[src/hw/lpm_pkg.sv]
package lpm_pkg;
   // avalon byte addresses
   localparam logic [3:0] ADDR_LOW_POWER_CONTROL = 4'h0;
   localparam logic [3:0] ADDR_STANDBY_CONTROL   = 4'h4;
   localparam logic [3:0] ADDR_MODE_STATUS       = 4'h8;

   // low_power_control fields
   localparam int BIT_DIRECT_TRANSFER = 7;
   localparam int BIT_LOW_SPEED       = 6;
   localparam int BIT_NOISE_SAMPLE    = 5;
   localparam int BIT_SUBCLK_ENABLE   = 4;
   localparam logic [7:0] LOW_POWER_CONTROL_RESET = 8'h00;
   localparam logic [7:0] LOW_POWER_CONTROL_MASK  = 8'hf0;

   // standby_control fields
   localparam int STANDBY_WAIT_LSB  = 4;
   localparam int SYSCLK_SELECT_LSB = 0;
   localparam logic [7:0] STANDBY_CONTROL_RESET = 8'h00;
   localparam logic [7:0] STANDBY_CONTROL_MASK  = 8'h77;
   localparam logic [2:0] SYSCLK_HIGH_SPEED     = 3'h0;

   // mode_status fields
   localparam int STATUS_MODE_LSB  = 0;
   localparam int STATUS_MEDIUM    = 3;
   localparam int STATUS_SUBCLK    = 4;
   localparam int STATUS_SUBCLK_OK = 5;

   // stabilisation wait, in states (system clock cycles)
   localparam int WAIT_BASE_STATES  = 8192;
   localparam int WAIT_SHORT_STATES = 16;
   localparam logic [2:0] WAIT_SEL_RESERVED = 3'h6;
   localparam logic [2:0] WAIT_SEL_SHORT    = 3'h7;
   localparam logic [2:0] WAIT_SEL_LONGEST  = 3'h5;
   localparam int WAIT_CNT_W = 20;

   // noise sampling dividers
   localparam int SAMPLE_DIV_SLOW = 4;
   localparam int SAMPLE_DIV_FAST = 2;
   localparam int SAMPLE_DIV_W    = 2;

   typedef enum logic [2:0] {
      LPM_HIGH     = 3'b000,
      LPM_SLEEP    = 3'b001,
      LPM_SSTBY    = 3'b010,
      LPM_WATCH    = 3'b011,
      LPM_SUBACT   = 3'b100,
      LPM_SUBSLEEP = 3'b101,
      LPM_STAB     = 3'b110
   } lpm_mode_e;
endpackage

[src/hw/lpm_low_power_mode_select.sv]
`timescale 1ns/1ps
module lpm_low_power_mode_select #(
   parameter int P_WAIT_BASE = lpm_pkg::WAIT_BASE_STATES
) (
   input  wire logic        i_mclk,
   input  wire logic        i_rst_b,
   input  wire logic [3:0]  i_avs_address,
   input  wire logic        i_avs_read,
   input  wire logic        i_avs_write,
   input  wire logic [31:0] i_avs_writedata,
   input  wire logic [3:0]  i_avs_byteenable,
   output logic [31:0]      o_avs_readdata,
   output logic             o_avs_waitrequest,
   input  wire logic        i_sleep_exec,
   input  wire logic        i_standby_select,
   input  wire logic        i_watch_timer_on,
   input  wire logic        i_wake,
   input  wire logic        i_external_subclock_pin,
   output logic [2:0]       o_mode,
   output logic             o_halted,
   output logic             o_medium_speed,
   output logic             o_subclk,
   output logic             o_subclk_sample
);
   logic [7:0]       low_power_control_q;
   logic [7:0]       low_power_control_d;
   logic [7:0]       standby_control_q;
   logic [7:0]       standby_control_d;
   logic             ack_q;
   logic             ack_d;
   logic [31:0]      rdata_q;
   logic [31:0]      rdata_d;
   logic             req;
   logic             wr_en;
   logic [31:0]      rd_mux;
   lpm_pkg::lpm_mode_e mode_q;
   lpm_pkg::lpm_mode_e mode_d;
   lpm_pkg::lpm_mode_e resume_q;
   lpm_pkg::lpm_mode_e resume_d;
   logic             low_speed_cap_q;
   logic             low_speed_cap_d;
   logic             stab_start;
   logic             stab_busy;
   logic             stab_done;
   logic             direct_transfer_flag;
   logic             low_speed_flag;
   logic             sysclk_high;

   // ---------------- avalon slave: one wait state per access
   assign req               = i_avs_read | i_avs_write;
   assign o_avs_waitrequest = req & ~ack_q;
   assign wr_en             = i_avs_write & ack_q;

   always_comb begin
      rd_mux = 32'h0000_0000;
      case (i_avs_address)
         lpm_pkg::ADDR_LOW_POWER_CONTROL: begin
            rd_mux[7:0] = low_power_control_q;
         end
         lpm_pkg::ADDR_STANDBY_CONTROL: begin
            rd_mux[7:0] = standby_control_q;
         end
         lpm_pkg::ADDR_MODE_STATUS: begin
            rd_mux[lpm_pkg::STATUS_MODE_LSB +: 3] = mode_q;
            rd_mux[lpm_pkg::STATUS_MEDIUM]        = ~sysclk_high;
            rd_mux[lpm_pkg::STATUS_SUBCLK]        = o_subclk;
            rd_mux[lpm_pkg::STATUS_SUBCLK_OK]     =
               low_power_control_q[lpm_pkg::BIT_SUBCLK_ENABLE];
         end
         default: begin
            rd_mux = 32'h0000_0000;
         end
      endcase
   end

   always_comb begin
      ack_d               = req & ~ack_q;
      rdata_d             = rdata_q;
      low_power_control_d = low_power_control_q;
      standby_control_d   = standby_control_q;
      if (i_avs_read & ~ack_q) begin
         rdata_d = rd_mux;
      end
      if (wr_en & i_avs_byteenable[0]) begin
         // reserved low nibble stays zero whatever is written
         if (i_avs_address == lpm_pkg::ADDR_LOW_POWER_CONTROL) begin
            low_power_control_d = i_avs_writedata[7:0] &
                                  lpm_pkg::LOW_POWER_CONTROL_MASK;
         end
         if (i_avs_address == lpm_pkg::ADDR_STANDBY_CONTROL) begin
            standby_control_d = i_avs_writedata[7:0] & lpm_pkg::STANDBY_CONTROL_MASK;
         end
      end
   end

   always_ff @(posedge i_mclk or negedge i_rst_b) begin
      if (!i_rst_b) begin
         ack_q               <= 1'b0;
         rdata_q             <= 32'h0000_0000;
         low_power_control_q <= lpm_pkg::LOW_POWER_CONTROL_RESET;
         standby_control_q   <= lpm_pkg::STANDBY_CONTROL_RESET;
      end else begin
         ack_q               <= ack_d;
         rdata_q             <= rdata_d;
         low_power_control_q <= low_power_control_d;
         standby_control_q   <= standby_control_d;
      end
   end

   assign o_avs_readdata = rdata_q;

   // ---------------- mode selection
   // flags read live only in the sleep cycle; later writes cannot redirect
   assign direct_transfer_flag = low_power_control_q[lpm_pkg::BIT_DIRECT_TRANSFER];
   assign low_speed_flag       = low_power_control_q[lpm_pkg::BIT_LOW_SPEED];
   assign sysclk_high = (standby_control_q[lpm_pkg::SYSCLK_SELECT_LSB +: 3] ==
                         lpm_pkg::SYSCLK_HIGH_SPEED);

   always_comb begin
      mode_d     = mode_q;
      resume_d   = resume_q;
      low_speed_cap_d = low_speed_cap_q;
      stab_start = 1'b0;
      case (mode_q)
         lpm_pkg::LPM_HIGH: begin
            if (i_sleep_exec) begin
               low_speed_cap_d = low_speed_flag;
               if (!i_standby_select) begin
                  if (!low_speed_flag) begin
                     mode_d = lpm_pkg::LPM_SLEEP;
                  end
               end else if (!low_speed_flag) begin
                  // low-speed flag clear keeps to sleep, standby or watch
                  mode_d = i_watch_timer_on ? lpm_pkg::LPM_WATCH
                                            : lpm_pkg::LPM_SSTBY;
               end else if (sysclk_high) begin
                  // low-speed targets only from full speed clock
                  mode_d = direct_transfer_flag ? lpm_pkg::LPM_SUBACT
                                                : lpm_pkg::LPM_WATCH;
               end
            end
         end
         lpm_pkg::LPM_SUBACT: begin
            if (i_sleep_exec) begin
               low_speed_cap_d = low_speed_flag;
               if (!i_standby_select) begin
                  if (low_speed_flag) begin
                     mode_d = lpm_pkg::LPM_SUBSLEEP;
                  end
               end else if (!direct_transfer_flag) begin
                  mode_d = lpm_pkg::LPM_WATCH;
               end else if (!low_speed_flag) begin
                  // direct return still waits for the oscillator
                  resume_d   = lpm_pkg::LPM_HIGH;
                  mode_d     = lpm_pkg::LPM_STAB;
                  stab_start = 1'b1;
               end
            end
         end
         lpm_pkg::LPM_SLEEP: begin
            if (i_wake) begin
               mode_d = lpm_pkg::LPM_HIGH;
            end
         end
         lpm_pkg::LPM_SUBSLEEP: begin
            if (i_wake) begin
               mode_d = lpm_pkg::LPM_SUBACT;
            end
         end
         lpm_pkg::LPM_SSTBY: begin
            if (i_wake) begin
               resume_d   = lpm_pkg::LPM_HIGH;
               mode_d     = lpm_pkg::LPM_STAB;
               stab_start = 1'b1;
            end
         end
         lpm_pkg::LPM_WATCH: begin
            if (i_wake) begin
               resume_d   = low_speed_cap_q ? lpm_pkg::LPM_SUBACT
                                            : lpm_pkg::LPM_HIGH;
               mode_d     = lpm_pkg::LPM_STAB;
               stab_start = 1'b1;
            end
         end
         lpm_pkg::LPM_STAB: begin
            if (stab_done) begin
               mode_d = resume_q;
            end
         end
         default: begin
            mode_d = lpm_pkg::LPM_HIGH;
         end
      endcase
   end

   always_ff @(posedge i_mclk or negedge i_rst_b) begin
      if (!i_rst_b) begin
         mode_q   <= lpm_pkg::LPM_HIGH;
         resume_q <= lpm_pkg::LPM_HIGH;
         low_speed_cap_q <= 1'b0;
      end else begin
         mode_q   <= mode_d;
         resume_q <= resume_d;
         low_speed_cap_q <= low_speed_cap_d;
      end
   end

   lpm_stab_timer #(
      .P_WAIT_BASE (P_WAIT_BASE)
   ) u_stab_timer (
      .i_mclk        (i_mclk),
      .i_rst_b       (i_rst_b),
      .i_start       (stab_start),
      .i_wait_select (standby_control_q[lpm_pkg::STANDBY_WAIT_LSB +: 3]),
      .o_busy        (stab_busy),
      .o_done        (stab_done)
   );

   lpm_subclk_sampler u_subclk_sampler (
      .i_mclk        (i_mclk),
      .i_rst_b       (i_rst_b),
      .i_enable      (low_power_control_q[lpm_pkg::BIT_SUBCLK_ENABLE]),
      .i_div4_select (low_power_control_q[lpm_pkg::BIT_NOISE_SAMPLE]),
      .i_pin         (i_external_subclock_pin),
      .o_subclk      (o_subclk),
      .o_sample_en   (o_subclk_sample)
   );

   assign o_mode         = mode_q;
   assign o_halted       = (mode_q != lpm_pkg::LPM_HIGH) &&
                           (mode_q != lpm_pkg::LPM_SUBACT) && !stab_busy;
   assign o_medium_speed = (mode_q == lpm_pkg::LPM_HIGH) && !sysclk_high;
endmodule

[src/hw/lpm_stab_timer.sv]
`timescale 1ns/1ps
module lpm_stab_timer #(
   parameter int P_WAIT_BASE = lpm_pkg::WAIT_BASE_STATES
) (
   input  wire logic       i_mclk,
   input  wire logic       i_rst_b,
   input  wire logic       i_start,
   input  wire logic [2:0] i_wait_select,
   output logic            o_busy,
   output logic            o_done
);
   logic [lpm_pkg::WAIT_CNT_W-1:0] cnt_q;
   logic [lpm_pkg::WAIT_CNT_W-1:0] cnt_d;
   logic [lpm_pkg::WAIT_CNT_W-1:0] load_val;
   logic                           done_q;
   logic                           done_d;

   always_comb begin
      // reserved code falls back to the longest wait, the safe side
      if (i_wait_select == lpm_pkg::WAIT_SEL_SHORT) begin
         load_val = lpm_pkg::WAIT_CNT_W'(lpm_pkg::WAIT_SHORT_STATES - 1);
      end else if (i_wait_select == lpm_pkg::WAIT_SEL_RESERVED) begin
         load_val = lpm_pkg::WAIT_CNT_W'((P_WAIT_BASE << lpm_pkg::WAIT_SEL_LONGEST) - 1);
      end else begin
         load_val = lpm_pkg::WAIT_CNT_W'((P_WAIT_BASE << i_wait_select) - 1);
      end
   end

   always_comb begin
      cnt_d  = cnt_q;
      done_d = 1'b0;
      if (i_start) begin
         cnt_d = load_val;
      end else if (cnt_q != '0) begin
         cnt_d  = cnt_q - 1'b1;
         done_d = (cnt_q == lpm_pkg::WAIT_CNT_W'(1));
      end
   end

   always_ff @(posedge i_mclk or negedge i_rst_b) begin
      if (!i_rst_b) begin
         cnt_q  <= '0;
         done_q <= 1'b0;
      end else begin
         cnt_q  <= cnt_d;
         done_q <= done_d;
      end
   end

   assign o_busy = (cnt_q != '0);
   assign o_done = done_q;
endmodule

[src/hw/lpm_subclk_sampler.sv]
`timescale 1ns/1ps
module lpm_subclk_sampler (
   input  wire logic i_mclk,
   input  wire logic i_rst_b,
   input  wire logic i_enable,
   input  wire logic i_div4_select,
   input  wire logic i_pin,
   output logic      o_subclk,
   output logic      o_sample_en
);
   logic                            sync1_q;
   logic                            sync2_q;
   logic [lpm_pkg::SAMPLE_DIV_W-1:0] div_q;
   logic [lpm_pkg::SAMPLE_DIV_W-1:0] div_d;
   logic                            last_q;
   logic                            last_d;
   logic                            out_q;
   logic                            out_d;
   logic                            tick;

   always_ff @(posedge i_mclk or negedge i_rst_b) begin
      if (!i_rst_b) begin
         sync1_q <= 1'b0;
         sync2_q <= 1'b0;
      end else begin
         sync1_q <= i_pin;
         sync2_q <= sync1_q;
      end
   end

   always_comb begin
      tick = 1'b0;
      if (i_div4_select) begin
         tick = (div_q == lpm_pkg::SAMPLE_DIV_W'(lpm_pkg::SAMPLE_DIV_SLOW - 1));
      end else begin
         tick = (div_q >= lpm_pkg::SAMPLE_DIV_W'(lpm_pkg::SAMPLE_DIV_FAST - 1));
      end
      div_d  = tick ? '0 : div_q + 1'b1;
      last_d = last_q;
      out_d  = out_q;
      if (!i_enable) begin
         // pin ignored entirely while disabled
         div_d  = '0;
         last_d = 1'b0;
         out_d  = 1'b0;
      end else if (tick) begin
         last_d = sync2_q;
         // a level must hold over two samples to pass
         if (sync2_q == last_q) begin
            out_d = sync2_q;
         end
      end
   end

   always_ff @(posedge i_mclk or negedge i_rst_b) begin
      if (!i_rst_b) begin
         div_q  <= '0;
         last_q <= 1'b0;
         out_q  <= 1'b0;
      end else begin
         div_q  <= div_d;
         last_q <= last_d;
         out_q  <= out_d;
      end
   end

   assign o_subclk    = out_q;
   assign o_sample_en = i_enable & tick;
endmodule

[config.mk]
export PLATFORM = sky130hd
export DESIGN_NAME = lpm_low_power_mode_select
export DESIGN_NICKNAME = d
export VERILOG_FILES = /design/src/hw/lpm_pkg.sv /design/src/hw/lpm_low_power_mode_select.sv /design/src/hw/lpm_stab_timer.sv /design/src/hw/lpm_subclk_sampler.sv
export SDC_FILE = /design/constraint.sdc
export NUM_CORES = 1
export LEC_CHECK = 0
export BUFFER_PORTS_ARGS = -buffer_cell sky130_fd_sc_hd__buf_2
export CORE_MARGIN = 3
export CORE_UTILIZATION = 36
export CTS_CLUSTER_SIZE = 14
export DETAILED_ROUTE_END_ITERATION = 12
export SYNTH_ARGS = -nofsm -noshare
export SYNTH_HDL_FRONTEND = slang
export SYNTH_HIERARCHICAL = 1
export SYNTH_SLANG_ARGS = --single-unit
[constraint.sdc]
create_clock -name i_mclk -period 4.9 [get_ports i_mclk]
set_clock_uncertainty 0.2 [all_clocks]
set_input_delay 1.225 -clock i_mclk [delete_from_list [all_inputs] [get_ports i_mclk]]
set_output_delay 1.225 -clock i_mclk [all_outputs]
set_load 0.02 [all_outputs]
Word level (Yosys, flattened, before mapping):

Index checks and enable logic that the tools add are counted.

* add/sub/neg operators: 3
* order comparisons: 1
* equal/unequal tests: 31
* shift-type cells: 1
* muxes and demuxes: 46
* bitwise operators: 8
* reduce and logical (&&, ||, !) cells: 20

Operators with widths (count)
* $mux 20: 4
* $mux 3: 21
* $eq 20x1->1 const B: 1
* $reduce_bool 20->1: 1
* $shl 14x3->20 const A: 1
* $sub 20x1->20 const B: 1
* $sub 20x2->20 const B: 1
* $ne 2x2->1 const B: 9
* $pmux 3 s6: 1
* $pmux 6 s3: 1
* $eq 3x3->1 const B: 5
* $mux 1: 14
* $ne 3x3->1 const B: 4
* $reduce_and 10->1: 1
* $pmux 3 s3: 1
* $ne 2x1->1 const B: 4
* $reduce_and 2->1: 4
* $reduce_and 7->1: 1
* $eq 3x2->1 const B: 2
* $logic_not 3->1: 2
* $reduce_bool 3->1: 2
* $and 1x1->1: 5
* $eq 4x3->1 const B: 1
* $eq 4x4->1 const B: 1
* other kinds (16): 22

* flip-flop bits (word level): 53
* input port bits: 49
* output and inout port bits: 40
* logic and storage cells: 124

Longest topological paths before layout:

Gate-level depths: netlist (run 1).

* depth in word-level cells: 6
* mapped depth: 8
* depth with buffers taken out: 7

By module:

Netlist (run 1), hierarchy kept.

Modules (own cells, without submodules)
* lpm_low_power_mode_select: instances 1, cells an instance 146, area each 1526.5 um^2, sequential area each 600.6 um^2
* lpm_stab_timer: instances 1, cells an instance 138, area each 1276.2 um^2, sequential area each 525.5 um^2
* lpm_subclk_sampler: instances 1, cells an instance 31, area each 310.3 um^2, sequential area each 150.1 um^2

Least setup slack after synthesis (run 1):

OpenSTA, ideal clock, no wires.

* path type: register to output
* start point: register u_stab_timer/cnt_q[15] (netlist name)
* end point: output port o_halted
* arrival: 2.153 ns
* data required time: 3.475 ns
* path slack: 1.322 ns
* cell stages (with the launch flop): 5
* path through: dfrtp_1 -> or3_4 -> or4_4 -> or4b_2 -> nor2_1

* longest elaborated chain between the ends: 3

RTL lines
* from (decl): line lpm_stab_timer.sv:12 `logic [lpm_pkg::WAIT_CNT_W-1:0] cnt_q;`
* from (signal assigned): line lpm_stab_timer.sv:45 `cnt_q <= cnt_d;`
* $reduce_bool 20->1: line lpm_stab_timer.sv:50 `assign o_busy = (cnt_q != '0);`
* via stab_busy: line lpm_low_power_mode_select.sv:43 `logic stab_busy;`
* $logic_not 1->1: line lpm_low_power_mode_select.sv:231 `(mode_q != lpm_pkg::LPM_SUBACT) && !stab_busy;`
* $logic_and 1x1->1: line lpm_low_power_mode_select.sv:231
* to (decl): line lpm_low_power_mode_select.sv:20 `output logic o_halted,`

The timed path passes the listed nets, and every way through them passes these cells.

Worst setup path in the final report (run 1):

Same ends and word-level chain as after synthesis.

==> results of run 1 <==
## stage by stage
stage | setup slack [ns] | utilization (%) | instances | total power (W) | area, sq um
finish | 0.914 | 41.0 | 455 | 0.00141 | 3400
global route | 0.841 | 41.0 | 455 | 0.00151 | 3400
CTS | 0.905 | 41.0 | 455 | 0.00142 | 3400
detailed placement | 1.26 | 39.7 | 447 | 0.00112 | 3290
global placement | 1.27 | 39.7 | 447 | 0.00111 | 3290
floorplan | 1.32 | - | 338 | 0.00101 | 3200
## cells by family after synthesis
family	share of synthesized area (%)
and+or+nand+nor	22.0
DFF	41.0
adders and majority gates	3.22
muxes	5.31
xor gates and xnor gates	4.78
other	0.120
AOI/OAI and AO/OA	14.8
buffers and inverters	8.84
## area by class of cell
class	count	area, sq um
clock buffer	5	68.8
inverter	11	41.3
timing repair buffer	38	195
fill	819	4890
sequential	51	1280
tap	105	131
multi-input combinational	242	1650
clock inverter	3	43.8
## per-layer routing
metal	track usage, %	share of wire [%]	wire (um)
met2	22.4	48	3040
met1	17.6	47	2950
met3	1.98	3.5	223
met5	0	0	0
met4	4.20	1.1	72
## how the worst max path moves through the flow
stage                                       startpoint        to  cells past startpoint  slack [ns]
finish              u_stab_timer/cnt_q[15]$_DFFE_PN0P_  o_halted                      5        0.91
global route        u_stab_timer/cnt_q[15]$_DFFE_PN0P_  o_halted                      5        0.84
CTS                 u_stab_timer/cnt_q[15]$_DFFE_PN0P_  o_halted                      5        0.90
detailed placement  u_stab_timer/cnt_q[15]$_DFFE_PN0P_  o_halted                      5        1.26
global placement    u_stab_timer/cnt_q[15]$_DFFE_PN0P_  o_halted                      5        1.27
floorplan           u_stab_timer/cnt_q[15]$_DFFE_PN0P_  o_halted                      4        1.32
## flip-flops by register name (all words and copies together) (netlist names)
register,cells
ack_q,1
low_power_control_q,4
low_speed_cap_q,1
o_avs_readdata,8
o_mode,3
resume_q,1
standby_control_q,6
u_stab_timer/cnt_q,20
u_stab_timer/o_done,1
u_subclk_sampler/div_q,2
u_subclk_sampler/last_q,1
u_subclk_sampler/o_subclk,1
u_subclk_sampler/sync1_q,1
u_subclk_sampler/sync2_q,1
## cells in the final DEF (no fill, tap or decap), types with 2 or more instances in the layout
cell and count:
sky130_fd_sc_hd__dfrtp_1 51, sky130_fd_sc_hd__buf_2 36, sky130_fd_sc_hd__nand2_1 24, sky130_fd_sc_hd__conb_1 24
sky130_fd_sc_hd__nor2_1 22, sky130_fd_sc_hd__o21ai_0 13, sky130_fd_sc_hd__mux2_2 11, sky130_fd_sc_hd__nor3_1 11
sky130_fd_sc_hd__xnor2_1 11, sky130_fd_sc_hd__inv_1 10, sky130_fd_sc_hd__nand3_1 9, sky130_fd_sc_hd__a21oi_1 8
sky130_fd_sc_hd__a22o_1 8, sky130_fd_sc_hd__ha_1 8, sky130_fd_sc_hd__nand2b_1 7, sky130_fd_sc_hd__nor2b_1 7
sky130_fd_sc_hd__xor2_1 6, sky130_fd_sc_hd__or3_1 5, sky130_fd_sc_hd__clkbuf_8 5, sky130_fd_sc_hd__o21ai_1 5
sky130_fd_sc_hd__nor4_1 4, sky130_fd_sc_hd__or4_1 3, sky130_fd_sc_hd__or3_4 3, sky130_fd_sc_hd__nor4_2 3
sky130_fd_sc_hd__o41ai_1 3, sky130_fd_sc_hd__o31ai_1 3, sky130_fd_sc_hd__nor3b_1 3, sky130_fd_sc_hd__mux2i_1 3
sky130_fd_sc_hd__a31oi_1 3, sky130_fd_sc_hd__nand4_1 3, sky130_fd_sc_hd__nor4b_1 2, sky130_fd_sc_hd__a21boi_0 2
sky130_fd_sc_hd__buf_4 2, sky130_fd_sc_hd__o32ai_1 2, sky130_fd_sc_hd__and2b_1 2
## synthesized netlist by cell type (2+ instances only)
library cell / count
sky130_fd_sc_hd__nor2_1: 22
sky130_fd_sc_hd__or3_1: 5
sky130_fd_sc_hd__a21oi_1: 8
sky130_fd_sc_hd__nand2_1: 24
sky130_fd_sc_hd__nand3_1: 9
sky130_fd_sc_hd__or3_4: 3
sky130_fd_sc_hd__o21ai_0: 13
sky130_fd_sc_hd__nor3b_1: 3
sky130_fd_sc_hd__or4_1: 3
sky130_fd_sc_hd__a22o_1: 8
sky130_fd_sc_hd__clkbuf_1: 6
sky130_fd_sc_hd__o41ai_1: 3
sky130_fd_sc_hd__ha_1: 8
sky130_fd_sc_hd__and2b_1: 2
sky130_fd_sc_hd__inv_1: 10
sky130_fd_sc_hd__o21ai_1: 5
sky130_fd_sc_hd__nor4b_1: 2
sky130_fd_sc_hd__a31oi_1: 3
sky130_fd_sc_hd__nor2b_1: 7
sky130_fd_sc_hd__nor4_2: 3
sky130_fd_sc_hd__nor4_1: 4
sky130_fd_sc_hd__o31ai_1: 3
sky130_fd_sc_hd__nor3_1: 11
sky130_fd_sc_hd__nand4_1: 3
sky130_fd_sc_hd__mux2i_1: 3
sky130_fd_sc_hd__nand2b_1: 7
sky130_fd_sc_hd__xnor2_1: 11
sky130_fd_sc_hd__mux2_2: 11
sky130_fd_sc_hd__buf_4: 25
sky130_fd_sc_hd__dfrtp_1: 51
sky130_fd_sc_hd__xor2_1: 6
sky130_fd_sc_hd__a21boi_0: 2
sky130_fd_sc_hd__o32ai_1: 2
## power groups by stage
stage	sequential (W)	clock [W]	combinational [W]
after floorplan	0.000581	0	0.000432
after global placement	0.000623	0	0.000483
after detailed placement	0.000629	0	0.000492
after CTS	0.000621	0.000304	0.000494
after global routing	0.000638	0.000319	0.000550
final	0.000621	0.000294	0.000490
## worst max-delay path, cell delays in order (launching register included)
cell and delay (ns):
sky130_fd_sc_hd__dfrtp_1 0.41, sky130_fd_sc_hd__or3_4 0.42, sky130_fd_sc_hd__or4_4 0.46, sky130_fd_sc_hd__or4b_2 0.66, sky130_fd_sc_hd__nor2_1 0.14, sky130_fd_sc_hd__buf_2 0.18
==> results.txt, run 1 <==
----------------------------------------------------
[Route]
  Post-route antenna net violation count ... 0
  Via count ... 2340
  Number of detailed-routing iterations run before antenna repair ... 4
  WL/cell ... 13.8 um
  DR vias/cell ... between 5 and 6
  DRC errors left ... 0
  Detailed router's first-iteration violation count ... 71
  Total length of routed wires ... around 6300 um

[STA]
  Headroom to the max-slew limit ... roughly 56%
  Min Clock Period, post-route ... 3.99 ns
  Peak clock frequency supported by timing ... 0.251 GHz
  Number of hold violations in the final report ... 0
  Post-Route Hold Slack ... 0.159 ns
  Unrepaired setup endpoints after global routing ... false
  Ratio of final minimum period to clock period ... 81.3%
  Final setup viols ... 0
  Transition time at the pin with the least slew margin ... 0.665 ns
  Setup tns final ... 0 ns
  Fin. max-slew vios ... 0

[Clock network]
  Library cell used as clock root buffer ... sky130_fd_sc_hd__clkbuf_8
  CTS tree ... built
  Quantity of hold-fixing buffers added after cts ... 0
  CTS resizes ... 0
  TritonCTS buffer count ... 5
  Number of buffers on the longest clock path ... 2
  Clock insertion delay at the later pin of the skew report ... ~0.3 ns
  Number of sinks on the clock net ... between 50 and 60
  Number of buffers added for setup after CTS ... 0
  CTS clk-pin slew, worst paths ... 0.10 ns
  Number of H-tree levels ... 2

[Placed design]
  Sum of net half-perimeters after detailed placement ... 4650 um
  GP Congestion ... 0.765
  Number of buffers added on ports ... 36

[Setup path]
  CP Capture Type ... primary output
  Category of the worst setup path launch point ... flop
  Crit path kind ... reg -> out
  Required arrival time at the worst endpoint ... 3.47 ns
  Crit path arrival time ... between 2 and 3 ns
  Worst Path Max Fanout ... 5
  Reg2Reg Launch Point ... u_stab_timer/cnt_q[15]$_DFFE_PN0P_
  Reg2Reg Setup Slack ... 2.24 ns
  Reg-to-Reg End ... u_stab_timer/cnt_q[18]$_DFFE_PN0P_
  Number of cell instances on the worst register-to-register path ... 5

[Yosys]
  Async set or reset register ratio after synthesis ... 100%
  Warnings from Yosys ... 6
  FF+latch count, synth ... 51
  Number of enable-type register cells in the synthesized netlist ... 0
  Part of the Yosys area used for sequential elements ... between 40% and 50%
  Synthesized area per cell ... 9.88 sq um
  Top post-synthesis cells by area ... sky130_fd_sc_hd__dfrtp_1 41%, sky130_fd_sc_hd__buf_4 6.0%, sky130_fd_sc_hd__mux2_2 4.0%, sky130_fd_sc_hd__ha_1 3.2%, sky130_fd_sc_hd__xnor2_1 3.1%
  Post-synthesis cell count ... 315
  Area share of the leading cell type in the synthesized netlist ... 41.0%
  Netlist area before placement ... 3110 sq um
  Leading register cell type out of synthesis ... sky130_fd_sc_hd__dfrtp_1
  Synth area leader ... sky130_fd_sc_hd__dfrtp_1
  Cell variety after synth ... a little over 60

[Power and ir drop]
  Switching power total ... 0.000535 W
  VDD IR max ... ~0.18 mV
  Share of total power in sequential cells ... 44.2%
  Cell Int Power ... about 0.00087 W
  P_leak ... approximately 1.5 nW
  Cell area power density ... slightly above 400 nW/um^2
  Share of total power in the clock network ... roughly a fifth
  Combinational group share of total power ... about a third
  Sw frac ... between 30% and 40%

[Floorplanning]
  Chip height ... 99.0 um
  Rows ... 33
  Die area ... 9800 sq um
  Area of the core region ... about 8300 sq um
  Effective utilization at floorplan ... a little under two fifths
  Number of ports placed on the die boundary ... 89
  Die boundary width ... 99.0 um

[Status]
  Run status ... complete, no violations

[Worst hold path]
  Hold/Removal Path Class ... reg -> reg
  End point of the worst hold path ... u_subclk_sampler/sync2_q$_DFF_PN0_
  Hold path startpoint ... u_subclk_sampler/sync1_q$_DFF_PN0_
  Number of stages on the worst hold path ... 0

[Run]
  Number of max-capacitance violations reported ... 0

[Global route]
  Global-route total usage across every layer ... between 10% and 20%
  Vias in the first global route ... 2307
  Wire length of the first global-routing pass ... 10900 um
  Largest net degree at the start of global routing ... 31
  Grt total ovfl ... 0
  Antenna violations before repair ... 0

[Layout]
  Final nets ... 406
  Growth of design area from synthesis to finish ... 9.37%
  Share of final-layout standard cells stronger than drive strength 1 ... around 22%
  Number of antenna repair diodes ... 0

----------------------------------------------------
Power figures use the tool's default switching activity.
==> run 2, diff against run 1 <==
Clock period 4.9 ns to 4 ns, I/O delays scaled along.
==> results.txt, run 2 (same netlist as run 1, synthesis figures left out) <==
----------------------------------------------------
[STA]
  Setup slack after layout ... 0.245 ns (was 0.914 ns)
  Number of hold violations in the final report ... 0 (unchanged)
  Min Clock Period, post-route ... 3.75 ns
  Final setup viols ... 0 (unchanged)
  Headroom to the max-slew limit ... 55.6% (about the same)
  Transition time at the pin with the least slew margin ... 0.658 ns (was 0.665 ns)
  Peak clock frequency supported by timing ... roughly 0.27 GHz
  Ratio of final minimum period to clock period ... between 90% and 100%
  Fin. max-slew vios ... 0 (unchanged)
  Setup tns final ... 0 ns (unchanged)
  Post-Route Hold Slack ... 0.162 ns (was 0.159 ns)
  Unrepaired setup endpoints after global routing ... false (unchanged)

[Placed design]
  Placement-stage cell area ... 3290 sq um (unchanged)
  GP Congestion ... 0.768 (was 0.765)
  Sum of net half-perimeters after detailed placement ... 4630 um (was 4650 um)
  Placement-stage worst setup slack ... 0.584 ns (was 1.26 ns)
  Number of buffers added on ports ... 36 (unchanged)

[Power and ir drop]
  Cell area power density ... 492 nW/um^2 (was 413 nW/um^2)
  VDD IR max ... 0.136 mV (was 0.179 mV)
  P_leak ... 1.45 nW (was 1.46 nW)

[Layout]
  Most frequent standard cell in the layout excluding fill and tap cells ... sky130_fd_sc_hd__dfrtp_1 (unchanged)
  Storage cell area ... 1280 sq um (unchanged)
  Share of final-layout standard cells stronger than drive strength 1 ... 22.0% (unchanged)
  Commonest non-fill, non-tap cells in the layout ... 51 x sky130_fd_sc_hd__dfrtp_1, 36 x sky130_fd_sc_hd__buf_2, 24 x sky130_fd_sc_hd__nand2_1, 24 x sky130_fd_sc_hd__conb_1, 22 x sky130_fd_sc_hd__nor2_1 (unchanged)
  Fillers ... 834 (was 819)
  Finished Cell Area ... 3390 sq um (was 3400 sq um)
  Largest Register ... u_stab_timer/cnt_q (unchanged)
  Number of antenna repair diodes ... 0 (unchanged)
  Max FFs per register ... 20 (unchanged)
  Combined area of the multi-input logic cells ... 1650 sq um (unchanged)
  Final nets ... 406 (unchanged)
  Growth of design area from synthesis to finish ... 8.76% (was 9.37%)

[Global route]
  Largest net degree at the start of global routing ... 28 (was 31)
  Vias in the first global route ... 2221 (was 2307)
  Antenna violations before repair ... 0 (unchanged)
  Global-route total usage across every layer ... 13.2% (was 13.3%)
  Grt total ovfl ... 0 (unchanged)
  Wire length of the first global-routing pass ... 10700 um (was 10900 um)

[Clock network]
  Clock insertion delay at the later pin of the skew report ... 0.31 ns (was 0.30 ns)
  CTS resizes ... 0 (unchanged)
  CTS clk-pin slew, worst paths ... 0.10 ns (about the same)
  TritonCTS buffer count ... 5 (unchanged)
  Number of sinks on the clock net ... 51 (unchanged)
  Number of buffers added for setup after CTS ... 0 (unchanged)
  Quantity of hold-fixing buffers added after cts ... 0 (unchanged)
  Library cell used as clock root buffer ... sky130_fd_sc_hd__clkbuf_8 (unchanged)
  Number of buffers on the longest clock path ... 2 (unchanged)
  CTS tree ... built (unchanged)
  Number of H-tree levels ... 2 (unchanged)

[Setup path]
  Maximum single-stage delay on the critical path ... 0.66 ns (about the same)
  Worst Path Max Fanout ... 5 (unchanged)
  Cell-by-cell trace of the critical path ... or3_4 -> or4_4 -> or4b_2 -> nor2_1 -> buf_2 (unchanged)
  Slowest CP cell ... sky130_fd_sc_hd__or4b_2 (unchanged)
  Required arrival time at the worst endpoint ... 2.80 ns (was 3.47 ns)
  Crit path arrival time ... 2.55 ns (was 2.56 ns)
  Crit path kind ... reg -> out (unchanged)
  CP Capture Type ... primary output (unchanged)
  Category of the worst setup path launch point ... flop (unchanged)

[Route]
  DRC errors left ... 0 (unchanged)
  Detailed router's first-iteration violation count ... 97 (was 71)
  WL/cell ... 13.5 um (was 13.8 um)
  DR vias/cell ... 5.16 (was 5.14)
  Via count ... 2346 (was 2340)
  Number of detailed-routing iterations run before antenna repair ... 4 (unchanged)
  Post-route antenna net violation count ... 0 (unchanged)
  Total length of routed wires ... 6170 um (was 6290 um)

[Floorplanning]
  Number of ports placed on the die boundary ... 89 (unchanged)
  Effective utilization at floorplan ... 37.5% (unchanged)
  Die boundary width ... 99.0 um (unchanged)
  Area of the core region ... 8300 sq um (unchanged)
  Rows ... 33 (unchanged)
  Chip height ... 99.0 um (unchanged)
  Die area ... 9800 sq um (unchanged)

[Worst hold path]
  Hold/Removal Path Class ... reg -> reg (unchanged)

[Run]
  Number of max-capacitance violations reported ... 0 (unchanged)

[Status]
  Run status ... complete, no violations (unchanged)

----------------------------------------------------
## run 2: cell count changes in the layout (fill, tap and decap cells not counted)
cell | before | now
sky130_fd_sc_hd__bufinv_16 | 1 | 0
sky130_fd_sc_hd__clkinv_2 | 1 | 0
sky130_fd_sc_hd__clkinv_4 | 1 | 0
sky130_fd_sc_hd__clkinvlp_4 | 0 | 1
sky130_fd_sc_hd__inv_6 | 0 | 2
## run 2: final timing paths
check | cells after the start | start | to | slack, ns
setup / recovery | 5 | u_stab_timer/cnt_q[14]$_DFFE_PN0P_ | o_halted | 0.25
min in group asynchronous | 1 | i_rst_b | o_mode[2]$_DFFE_PN0P_ | 0.49
hold reg to reg | 0 | u_subclk_sampler/sync1_q$_DFF_PN0_ | u_subclk_sampler/sync2_q$_DFF_PN0_ | 0.16
max in group asynchronous | 2 | i_rst_b | u_stab_timer/cnt_q[17]$_DFFE_PN0P_ | 2.35
setup reg to reg | 5 | u_stab_timer/cnt_q[14]$_DFFE_PN0P_ | u_stab_timer/cnt_q[18]$_DFFE_PN0P_ | 1.35
hold / removal | 0 | u_subclk_sampler/sync1_q$_DFF_PN0_ | u_subclk_sampler/sync2_q$_DFF_PN0_ | 0.16
## run 2: routing by layer
layer / vias to the layer above / share of wire (%) / track usage, %
li1: 1149 / - / -
met1: 1149 / 47 / 17.2
met2: 44 / 49 / 22.1
met3: 4 / 3.6 / 2.34
met4: 0 / 0.99 / 4.52
met5: - / 0 / 0
## run 2: worst max-delay path, delay by kind of cell (launching register included)
kind,cells,cell delay [ns]
flip-flops,1,0.42
buffers and inverters,1,0.18
AND/OR/NAND/NOR,4,1.65
## run 2: metrics by stage
step                total power, W  util, %  cells
CTS                        0.00169     40.8    455
global placement           0.00135     39.7    447
detailed placement         0.00136     39.7    447
finish                     0.00167     40.8    455
floorplan                  0.00124        -    338
global route               0.00180     40.8    455
## run 2: cell type report
type | instances | area share, %
inverters | 11 | 1.22
clock inverters | 3 | 0.739
clock buffers | 5 | 2.03
repair buffers | 38 | 5.76
multi-input cells | 242 | 48.7
well taps | 105 | 3.88
flip-flops and latches | 51 | 37.7
## run 2: report_power, final
| part | leakage [nW] | internal (W) | switching (W) |
|---|---|---|---|
| Combinational | 0.777 | 0.000277 | 0.000318 |
| Sequential | 0.624 | 0.000603 | 0.000154 |
| Clock | 0.0452 | 0.000128 | 0.000187 |
